## config.mk

```make
export PLATFORM = sky130hd
export DESIGN_NAME = tmoc_top
export DESIGN_NICKNAME = d
export VERILOG_FILES = /design/src/tmoc_pkg.sv /design/src/tmoc_outstage.sv /design/src/tmoc_top.sv
export SDC_FILE = /design/constraint.sdc
export NUM_CORES = 1
export LEC_CHECK = 0
export BUFFER_PORTS_ARGS = -buffer_cell sky130_fd_sc_hd__clkbuf_2
export CORE_MARGIN = 1
export CORE_UTILIZATION = 30
export CTS_CLUSTER_DIAMETER = 100
export DETAILED_ROUTE_END_ITERATION = 8
export GPL_ROUTABILITY_DRIVEN = 0
export PLACE_DENSITY = 0.6
export SLEW_MARGIN = 30
export SYNTH_ARGS = -nofsm -noshare
export SYNTH_HDL_FRONTEND = slang
export SYNTH_SLANG_ARGS = --single-unit
export TNS_END_PERCENT = 30
```

## constraint.sdc

```tcl
create_clock -name CLK_I -period 3.5 [get_ports CLK_I]
set_input_delay 0.7 -clock CLK_I [delete_from_list [all_inputs] [get_ports CLK_I]]
set_output_delay 0.7 -clock CLK_I [all_outputs]
set_load 0.05 [all_outputs]
```

## src/tmoc_pkg.sv

```systemverilog
package tmoc_pkg;

  localparam int TMOC_NUM = 2;
  localparam int TMOC_PINS = 4;
  localparam int TMOC_PRESC_W = 7;
  localparam int TMOC_RUN_START = 2;

  localparam logic [31:0] TMOC_RUN_IDX [TMOC_NUM] = '{32'hfffff540, 32'hfffff610};
  localparam logic [31:0] TMOC_MODE_IDX [TMOC_NUM] = '{32'h0ffff541, 32'hfffff611};
  localparam logic [31:0] TMOC_OUT_IDX [TMOC_NUM] = '{32'h0ffff542, 32'hfffff612};
  localparam logic [31:0] TMOC_EDGE_IDX [TMOC_NUM] = '{32'hfffff544, 32'hfffff614};
  localparam logic [31:0] TMOC_STAT_IDX [TMOC_NUM] = '{32'hfffff5f0, 32'hfffff6f0};

  localparam logic [2:0] TMOC_K_RUN = 3'h0;
  localparam logic [2:0] TMOC_K_MODE = 3'h1;
  localparam logic [2:0] TMOC_K_OUT = 3'h2;
  localparam logic [2:0] TMOC_K_EDGE = 3'h3;
  localparam logic [2:0] TMOC_K_STAT = 3'h4;

  localparam logic [7:0] TMOC_REG_RESET = 8'h00;
  localparam logic [7:0] TMOC_RUN_WMASK = 8'h87;
  localparam logic [7:0] TMOC_MODE_WMASK = 8'ha7;
  localparam logic [7:0] TMOC_EDGE_WMASK = 8'h0f;
  localparam logic [7:0] TMOC_OUT_WMASK = 8'hff;
  localparam logic [23:0] TMOC_RD_PAD = 24'h000000;

  localparam int TMOC_RUN_BIT = 7;
  localparam int TMOC_CKS_LSB = 0;
  localparam int TMOC_SYNC_BIT = 7;
  localparam int TMOC_TRIG_BIT = 6;
  localparam int TMOC_CLKSRC_BIT = 5;
  localparam int TMOC_MODE_LSB = 0;
  localparam int TMOC_EES_LSB = 2;
  localparam int TMOC_ETS_LSB = 0;

  typedef enum logic [7:0] {
    TMOC_INTERVAL = 8'h01,
    TMOC_EVENT = 8'h02,
    TMOC_EXTTRIG = 8'h04,
    TMOC_ONESHOT = 8'h08,
    TMOC_PWM = 8'h10,
    TMOC_FREERUN = 8'h20,
    TMOC_PWIDTH = 8'h40,
    TMOC_TRIPWM = 8'h80
  } tmoc_mode_type;

  typedef struct packed {
    logic [TMOC_PINS-1:0] level;
    logic [TMOC_PINS-1:0] enable;
  } tmoc_outctl_type;

  typedef struct packed {
    logic hit;
    logic inst;
    logic [2:0] kind;
  } tmoc_sel_type;

  function automatic tmoc_mode_type tmoc_decode_mode(input logic [2:0] f);
    case (f)
      3'h0: return TMOC_INTERVAL;
      3'h1: return TMOC_EVENT;
      3'h2: return TMOC_EXTTRIG;
      3'h3: return TMOC_ONESHOT;
      3'h4: return TMOC_PWM;
      3'h5: return TMOC_FREERUN;
      3'h6: return TMOC_PWIDTH;
      default: return TMOC_TRIPWM;
    endcase
  endfunction : tmoc_decode_mode

  function automatic logic tmoc_edge_hit(input logic [1:0] sel, input logic prev, input logic cur);
    case (sel)
      2'h1: return ~prev & cur;
      2'h2: return prev & ~cur;
      2'h3: return prev ^ cur;
      default: return 1'b0;
    endcase
  endfunction : tmoc_edge_hit

  function automatic logic tmoc_idx_hit(input logic [31:0] addr, input logic [31:0] idx);
    return (addr[31:2] == idx[29:0]) && (addr[1:0] == 2'h0);
  endfunction : tmoc_idx_hit

endpackage : tmoc_pkg

```

## src/tmoc_outstage.sv

```systemverilog
`timescale 1ns/1ps
module tmoc_outstage #(
  parameter int PINS = 4
) (
  input wire logic clk_i,
  input wire logic rst_i,
  input wire tmoc_pkg::tmoc_outctl_type ctl_i,
  input wire logic [PINS-1:0] pulse_i,
  input wire logic running_i,
  output logic [PINS-1:0] pin_o
);
  import tmoc_pkg::*;

  logic [PINS-1:0] next_pin;

  if (PINS != TMOC_PINS) begin : g_bad_pins
    $error("tmoc_outstage: pin count must match the control field width");
  end

  // A stopped timer makes no pulses, so a disabled or stopped pin rests at its level bit.
  always_comb begin
    for (int m = 0; m < PINS; m++) begin
      if (ctl_i.enable[m]) begin
        next_pin[m] = (pulse_i[m] & running_i) ^ ctl_i.level[m];
      end else begin
        next_pin[m] = ctl_i.level[m];
      end
    end
  end

  always_ff @(posedge clk_i) begin
    if (rst_i) begin
      pin_o <= '0;
    end else begin
      pin_o <= next_pin;
    end
  end

endmodule : tmoc_outstage

```

## src/tmoc_top.sv

```systemverilog
// Design decision made here: the APB slave port.
`timescale 1ns/1ps
// Functional notes
// - Mode codes 000 interval, 001 event counter, 010 trigger pulse, 011 one-shot.
// - Mode codes 100 PWM, 101 free-running, 110 width measure, 111 triangular PWM.
// - Reset clears mode and output control registers of both timers to zero.
// - Control registers accept whole-byte and single-bit read and write.
// - Sync bit clear runs independently; set makes timer 1 follow timer 0.
// - Writing trigger bit while running fires one-shot or trigger-pulse mode only.
// - Trigger bit always reads zero.
// - Unless slaved, clock source 0 counts prescaled clock except in event counter mode; 1 counts chosen edges on the timer's own external pin.
// - Level bit 0 keeps output polarity, 1 inverts it.
// - Disabled output rests at its level bit; enabled output carries pulses.
// - Run bit clear stops and resets timer; set restarts within two clocks.
// - Count clock is peripheral clock divided by two to the prescaler field.
// - Event edge codes 00 none, 01 rising, 10 falling, 11 both.
module tmoc_top #(
  parameter int NUM = tmoc_pkg::TMOC_NUM,
  parameter int PRESC_W = tmoc_pkg::TMOC_PRESC_W
) (
  input wire logic CLK_I,
  input wire logic RST_I,
  input wire logic PSEL_I,
  input wire logic PENABLE_I,
  input wire logic PWRITE_I,
  input wire logic [31:0] PADDR_I,
  input wire logic [31:0] PWDATA_I,
  input wire logic [3:0] PSTRB_I,
  output logic PREADY_O,
  output logic [31:0] PRDATA_O,
  output logic PSLVERR_O,
  input wire logic [NUM-1:0] EXT_PIN_I,
  input wire logic [NUM*tmoc_pkg::TMOC_PINS-1:0] PULSE_I,
  output logic [NUM*tmoc_pkg::TMOC_PINS-1:0] TIMER_OUT_O,
  output logic [NUM-1:0] COUNT_TICK_O,
  output logic [NUM-1:0] TRIGGER_O,
  output logic [NUM-1:0] RUNNING_O,
  output logic [NUM-1:0] SLAVE_O,
  output logic [NUM*8-1:0] MODE_O
);
  import tmoc_pkg::*;

  if (NUM != TMOC_NUM) begin : g_bad_num
    $error("tmoc_top: the register map serves exactly two timers");
  end
  if (PRESC_W < TMOC_PRESC_W) begin : g_bad_presc
    $error("tmoc_top: prescaler counter too narrow for divide by 128");
  end

  logic pready;
  logic next_pready;
  logic [31:0] prdata;
  logic [31:0] next_prdata;
  logic pslverr;
  logic next_pslverr;
  logic setup;
  logic wr_go;
  tmoc_sel_type sel;
  logic [7:0] rd_byte;

  logic [7:0] run_reg [NUM];
  logic [7:0] mode_reg [NUM];
  logic [7:0] out_reg [NUM];
  logic [7:0] edge_reg [NUM];
  logic [7:0] next_run_reg [NUM];
  logic [7:0] next_mode_reg [NUM];
  logic [7:0] next_out_reg [NUM];
  logic [7:0] next_edge_reg [NUM];
  logic [NUM-1:0] trig_req;
  logic [7:0] stat_byte [NUM];
  logic [NUM-1:0] tick_raw;

  assign PREADY_O = pready;
  assign PRDATA_O = prdata;
  assign PSLVERR_O = pslverr;

  // Address decode over every mapped register of both timers.
  always_comb begin
    sel = '0;
    for (int i = 0; i < NUM; i++) begin
      if (tmoc_idx_hit(PADDR_I, TMOC_RUN_IDX[i])) begin
        sel = '{hit: 1'b1, inst: i[0], kind: TMOC_K_RUN};
      end
      if (tmoc_idx_hit(PADDR_I, TMOC_MODE_IDX[i])) begin
        sel = '{hit: 1'b1, inst: i[0], kind: TMOC_K_MODE};
      end
      if (tmoc_idx_hit(PADDR_I, TMOC_OUT_IDX[i])) begin
        sel = '{hit: 1'b1, inst: i[0], kind: TMOC_K_OUT};
      end
      if (tmoc_idx_hit(PADDR_I, TMOC_EDGE_IDX[i])) begin
        sel = '{hit: 1'b1, inst: i[0], kind: TMOC_K_EDGE};
      end
      if (tmoc_idx_hit(PADDR_I, TMOC_STAT_IDX[i])) begin
        sel = '{hit: 1'b1, inst: i[0], kind: TMOC_K_STAT};
      end
    end
  end

  // The trigger bit is never stored, so it reads zero on its own.
  always_comb begin
    case (sel.kind)
      TMOC_K_RUN: rd_byte = run_reg[sel.inst];
      TMOC_K_MODE: rd_byte = mode_reg[sel.inst];
      TMOC_K_OUT: rd_byte = out_reg[sel.inst];
      TMOC_K_EDGE: rd_byte = edge_reg[sel.inst];
      TMOC_K_STAT: rd_byte = stat_byte[sel.inst];
      default: rd_byte = TMOC_REG_RESET;
    endcase
  end

  // One fixed access cycle: ready rises in the first access cycle after setup.
  always_comb begin
    setup = PSEL_I & ~PENABLE_I;
    wr_go = PSEL_I & PENABLE_I & pready & PWRITE_I;
    next_pready = setup & ~pready;
    next_pslverr = setup & ~sel.hit;
    next_prdata = 32'h00000000;
    if (setup & ~PWRITE_I & sel.hit) begin
      next_prdata = {TMOC_RD_PAD, rd_byte};
    end
  end

  always_ff @(posedge CLK_I) begin
    if (RST_I) begin
      pready <= 1'b0;
      prdata <= 32'h00000000;
      pslverr <= 1'b0;
    end else begin
      pready <= next_pready;
      prdata <= next_prdata;
      pslverr <= next_pslverr;
    end
  end

  // Bit operations arrive as byte writes on lane 0; the upper lanes hold no bits.
  always_comb begin
    for (int i = 0; i < NUM; i++) begin
      next_run_reg[i] = run_reg[i];
      next_mode_reg[i] = mode_reg[i];
      next_out_reg[i] = out_reg[i];
      next_edge_reg[i] = edge_reg[i];
      trig_req[i] = 1'b0;
      if (wr_go & sel.hit & PSTRB_I[0] & (sel.inst == i[0])) begin
        case (sel.kind)
          TMOC_K_RUN: next_run_reg[i] = PWDATA_I[7:0] & TMOC_RUN_WMASK;
          TMOC_K_MODE: begin
            next_mode_reg[i] = PWDATA_I[7:0] & TMOC_MODE_WMASK;
            trig_req[i] = PWDATA_I[TMOC_TRIG_BIT];
          end
          TMOC_K_OUT: next_out_reg[i] = PWDATA_I[7:0] & TMOC_OUT_WMASK;
          TMOC_K_EDGE: next_edge_reg[i] = PWDATA_I[7:0] & TMOC_EDGE_WMASK;
          default: begin
          end
        endcase
      end
    end
  end

  always_ff @(posedge CLK_I) begin
    for (int i = 0; i < NUM; i++) begin
      if (RST_I) begin
        run_reg[i] <= TMOC_REG_RESET;
        mode_reg[i] <= TMOC_REG_RESET;
        out_reg[i] <= TMOC_REG_RESET;
        edge_reg[i] <= TMOC_REG_RESET;
      end else begin
        run_reg[i] <= next_run_reg[i];
        mode_reg[i] <= next_mode_reg[i];
        out_reg[i] <= next_out_reg[i];
        edge_reg[i] <= next_edge_reg[i];
      end
    end
  end

  for (genvar g = 0; g < NUM; g++) begin : g_tm
    logic run;
    logic [TMOC_RUN_START-1:0] run_dly;
    logic [TMOC_RUN_START-1:0] next_run_dly;
    logic clk_on;
    logic [PRESC_W-1:0] presc;
    logic [PRESC_W-1:0] next_presc;
    logic [PRESC_W-1:0] mask;
    logic int_tick;
    logic ext_q;
    logic ext_prev;
    logic event_hit;
    logic ext_trig_hit;
    logic slave;
    logic trig_mode;
    tmoc_mode_type mode;
    logic tick;
    logic next_tick;
    logic trig;
    logic next_trig;
    logic [TMOC_PINS-1:0] pins;
    tmoc_outctl_type octl;

    assign run = run_reg[g][TMOC_RUN_BIT];
    assign clk_on = run_dly[TMOC_RUN_START-1];
    assign mode = tmoc_decode_mode(mode_reg[g][TMOC_MODE_LSB +: 3]);
    assign trig_mode = (mode == TMOC_EXTTRIG) || (mode == TMOC_ONESHOT);
    // Timer 0 has no master, so its sync bit cannot make it a slave.
    assign slave = (g != 0) && mode_reg[g][TMOC_SYNC_BIT];

    // A cleared run bit empties the delay line at once, which stops and resets the timer.
    always_comb begin
      if (run) begin
        next_run_dly = {run_dly[TMOC_RUN_START-2:0], 1'b1};
      end else begin
        next_run_dly = '0;
      end
      if (clk_on) begin
        next_presc = PRESC_W'(presc + 1'b1);
      end else begin
        next_presc = '0;
      end
    end

    // Divide by two to the field value; a zero field ticks every clock.
    always_comb begin
      mask = ~({PRESC_W{1'b1}} << run_reg[g][TMOC_CKS_LSB +: 3]);
      int_tick = clk_on && ((presc & mask) == mask);
      event_hit = tmoc_edge_hit(edge_reg[g][TMOC_EES_LSB +: 2], ext_prev, ext_q);
      ext_trig_hit = tmoc_edge_hit(edge_reg[g][TMOC_ETS_LSB +: 2], ext_prev, ext_q);
    end

    // The slave takes the master's raw tick so both counters step on the same edge.
    always_comb begin
      if (!clk_on) begin
        tick_raw[g] = 1'b0;
      end else if (slave) begin
        tick_raw[g] = tick_raw[0];
      end else if (mode_reg[g][TMOC_CLKSRC_BIT] || (mode == TMOC_EVENT)) begin
        tick_raw[g] = event_hit;
      end else begin
        tick_raw[g] = int_tick;
      end
      next_tick = tick_raw[g];
      next_trig = trig_mode & run & (trig_req[g] | (clk_on & ext_trig_hit));
    end

    always_ff @(posedge CLK_I) begin
      if (RST_I) begin
        run_dly <= '0;
        presc <= '0;
        ext_q <= 1'b0;
        ext_prev <= 1'b0;
        tick <= 1'b0;
        trig <= 1'b0;
      end else begin
        run_dly <= next_run_dly;
        presc <= next_presc;
        ext_q <= EXT_PIN_I[g];
        ext_prev <= ext_q;
        tick <= next_tick;
        trig <= next_trig;
      end
    end

    assign octl.level = {out_reg[g][7], out_reg[g][5], out_reg[g][3], out_reg[g][1]};
    assign octl.enable = {out_reg[g][6], out_reg[g][4], out_reg[g][2], out_reg[g][0]};

    tmoc_outstage #(
      .PINS(TMOC_PINS)
    ) u_out (
      .clk_i(CLK_I),
      .rst_i(RST_I),
      .ctl_i(octl),
      .pulse_i(PULSE_I[g*TMOC_PINS +: TMOC_PINS]),
      .running_i(clk_on),
      .pin_o(pins)
    );

    assign stat_byte[g] = {pins, 1'b0, ext_q, slave, clk_on};
    assign TIMER_OUT_O[g*TMOC_PINS +: TMOC_PINS] = pins;
    assign COUNT_TICK_O[g] = tick;
    assign TRIGGER_O[g] = trig;
    assign RUNNING_O[g] = clk_on;
    assign SLAVE_O[g] = mode_reg[g][TMOC_SYNC_BIT] && (g != 0);
    assign MODE_O[g*8 +: 8] = mode_reg[g];
  end

endmodule : tmoc_top

```

==> results.md <==
* Outcome: finished, final reports clean
* N_diodes at 0
* Hold_buf cts at 0
* Remaining DRCs at 0
* Reg clk slew, reported paths at approximately 60 ps
* Share of cells above drive strength 1 at 23.0%
* Die height at between 100 and 150 um
* Layout fillers at 1625
* H-tree lvl count at 3
* # clock sinks at 86
* Slew Limit Fails at 0
* RSZ-0062 raised after global routing: false
* Setup Total Neg Slack at 0 ps
* Placed inst area at 5460 um^2
* Required @ worst endpoint at between 3000 and 4000 ps
* HPWL after DPL at between 10000 and 15000 um
* Final Skew at 7.20 ps
* Starting Density at between 30% and 40%
* Area added between synthesis and finish at 19.1%
* Clock Tree Buf Depth at 2
* Met1 usage at 23.8%
* Worst Path Max Fanout at 14
* M2 GR Usage at approximately a quarter
* Post-synth EDFFs at 0
* CP Cell Sequence: clkbuf_2, or4b_4, or4_1, a211oi_4, buf_12, buf_4, mux2i_1, o22ai_1, o21a_1
* Post CTS Setup Buffer Count at 0
* Post-synth cell types at 64
* DRT iter0 DRCs at ~330
* Routed WL at approximately 14000 um
* Tcrit/Tclk final at approximately nine tenths
* Vias in the first global route at 4136
* Max Freq at between 0.3 and 0.4 GHz
* Final hold violation count at 0
* Critical Path AT at roughly 3400 ps
* Core box area at 15400 um^2
* CP peak stage delay at 590 ps
* First-pass GRT wire length at between 20000 and 25000 um
* GR Util met3 at approximately 4.1%
* Mapped Avg Cell Area at roughly 8.4 um^2
* CTS tree: built
* CTS resizes at 0
* Non-Filler Instances at 875
* Yosys Warn Count at 0
* Register area share after synthesis at between 30% and 40%
* Die X at between 100 and 150 um
* FF+latch count, synth at 86
* Largest register FFs at 16
* Tot Pwr at 2.07 mW
* Max Cap Viol at 0
* Worst-skew pair later-pin latency at roughly 340 ps
* Pre-antenna DRT Iters at 5
* Crit Path Class: input port to flop
* Static leakage at ~2.1 nW
* Total Nets Final at 750
* Critical path launch point type: input port
* IR drop worst, VDD at approximately 0.24 mV
* Gr busiest metal: met2
* Worst Path Buf+Inv at 3
* Via count at ~4.5k
* Finished Cell Area at between 5000 and 6000 um^2
* Pwr Density at ~360 nW/um^2
* Most common cell after layout, fill and taps aside: clkbuf_2
* Die Area at between 15000 and 20000 um^2
* GRT Residual Overflow at 0
* GRT Overall Usage at between 10% and 20%
* Largest net degree at the start of global routing at 44
* Mapped Cells at approximately 570
* Post-Syn Area at 4810 um^2
* Vias per cell at a little over 5
* Min cycle time layout at 3120 ps
* Post-synth top flop: dfxtp_1
* Crit. End Element: flop
* Async SR Flop Fraction at 0%
* I/O Buffers at 90
* CTS root buffer: clkbuf_16
* Final setup fails at 0
* Commonest non-fill, non-tap cells in the layout: 90 x clkbuf_2, 86 x dfxtp_1, 50 x nand3_1
* Antenna violations before repair at 0
* Avg WL per Cell at around 16 um
* I/O pin count at around 150
* Inserted Clock Buffers at 9
* Slowest cell on the critical path: or4b_4
* Worst path top cell family by delay: simple AND/OR/NAND/NOR gates
* Worst Max-Slew Pin Slew at about 880 ps
* # rows at between 40 and 50
* Hold Crit Class: flop to flop
* Post-Place Cells at roughly 860
* Worst relative slew slack at between 40% and 50%
* Antenna-violating nets left at 0
## per-layer routing
layer / vias up / share of wire (%) / routed length [um]
li1: 2193 / - / -
met1: 2086 / 46 / 6310
met2: 182 / 44 / 5980
met3: 12 / 8.0 / 1090
met4: 0 / 1.4 / 189
met5: - / 0 / 0
## power by group
part	total (mW)	switching, mW	internal (mW)
clock network	0.908	0.364	0.544
logic	0.174	0.134	0.0404
registers	0.983	0.00156	0.982
## cell families after synthesis
logic type / after synthesis / share of synthesized area, %
compound gates: 135 / 18.7
xor+xnor: 19 / 3.46
fa+ha+maj: 7 / 1.77
mux: 34 / 7.39
simple gates: 209 / 23.0
flops: 86 / 35.8
other cells: 1 / 0.0780
buf+inv: 81 / 9.78
## worst paths after layout
| path | startpoint | end | slack (ps) | cells past startpoint |
|---|---|---|---|---|
| worst max-delay path | PADDR_I[10] | PRDATA_O[5] | 380 | 9 |
| worst min-delay path | g_tm[0].run_dly[0] | g_tm[0].run_dly[1] | 420 | 1 |
| worst max register to register | PREADY_O | out_reg[0][5] | 1550 | 6 |
| worst min register to register | g_tm[0].run_dly[0] | g_tm[0].run_dly[1] | 420 | 1 |
## synth_stat cells, types with 3 or more instances
library cell / count / share of area [%]
o211ai_1: 9 / 1.4
mux2i_1: 22 / 4.6
buf_1: 5 / 0.39
a21oi_1: 46 / 4.8
a222oi_1: 3 / 0.62
or3_1: 7 / 0.91
ha_1: 6 / 1.6
and2_1: 7 / 0.91
a211oi_1: 5 / 0.78
nor3_1: 6 / 0.62
nand3_1: 50 / 5.2
clkbuf_1: 19 / 1.5
nor4_1: 5 / 0.65
nor2b_1: 6 / 0.78
o21ai_0: 38 / 4.0
nand2b_1: 3 / 0.39
and4_1: 5 / 0.91
inv_1: 14 / 1.1
mux2_2: 12 / 2.8
xor2_1: 13 / 2.4
nor2_1: 48 / 3.7
xnor2_1: 6 / 1.1
buf_4: 40 / 6.2
dfxtp_1: 86 / 36
and3_1: 4 / 0.52
o2111ai_1: 3 / 0.55
nand3b_1: 3 / 0.47
nand2_1: 30 / 2.3
a211o_1: 4 / 0.73
nand4_1: 18 / 2.3
## layout make-up
| class | instances | area [um^2] | area share (%) |
|---|---|---|---|
| repair buffers | 115 | 663 | 11.6 |
| multi-input cells | 435 | 2760 | 48.1 |
| well taps | 211 | 264 | 4.61 |
| clock inverters | 2 | 35.0 | 0.612 |
| clock buffers | 12 | 236 | 4.13 |
| flip-flops and latches | 86 | 1720 | 30.1 |
| inverters | 14 | 52.6 | 0.917 |
## metrics by stage
stage	util (%)	hold slack, ps	setup WS [ps]
2_1_floorplan	-	406	418
3_3_place_gp	35.4	409	47.2
3_5_place_dp	35.4	416	55.7
4_1_cts	37.1	423	412
5_1_grt	37.1	435	315
6_report	37.1	422	377
No activity file was read; power rests on OpenSTA's default activity.
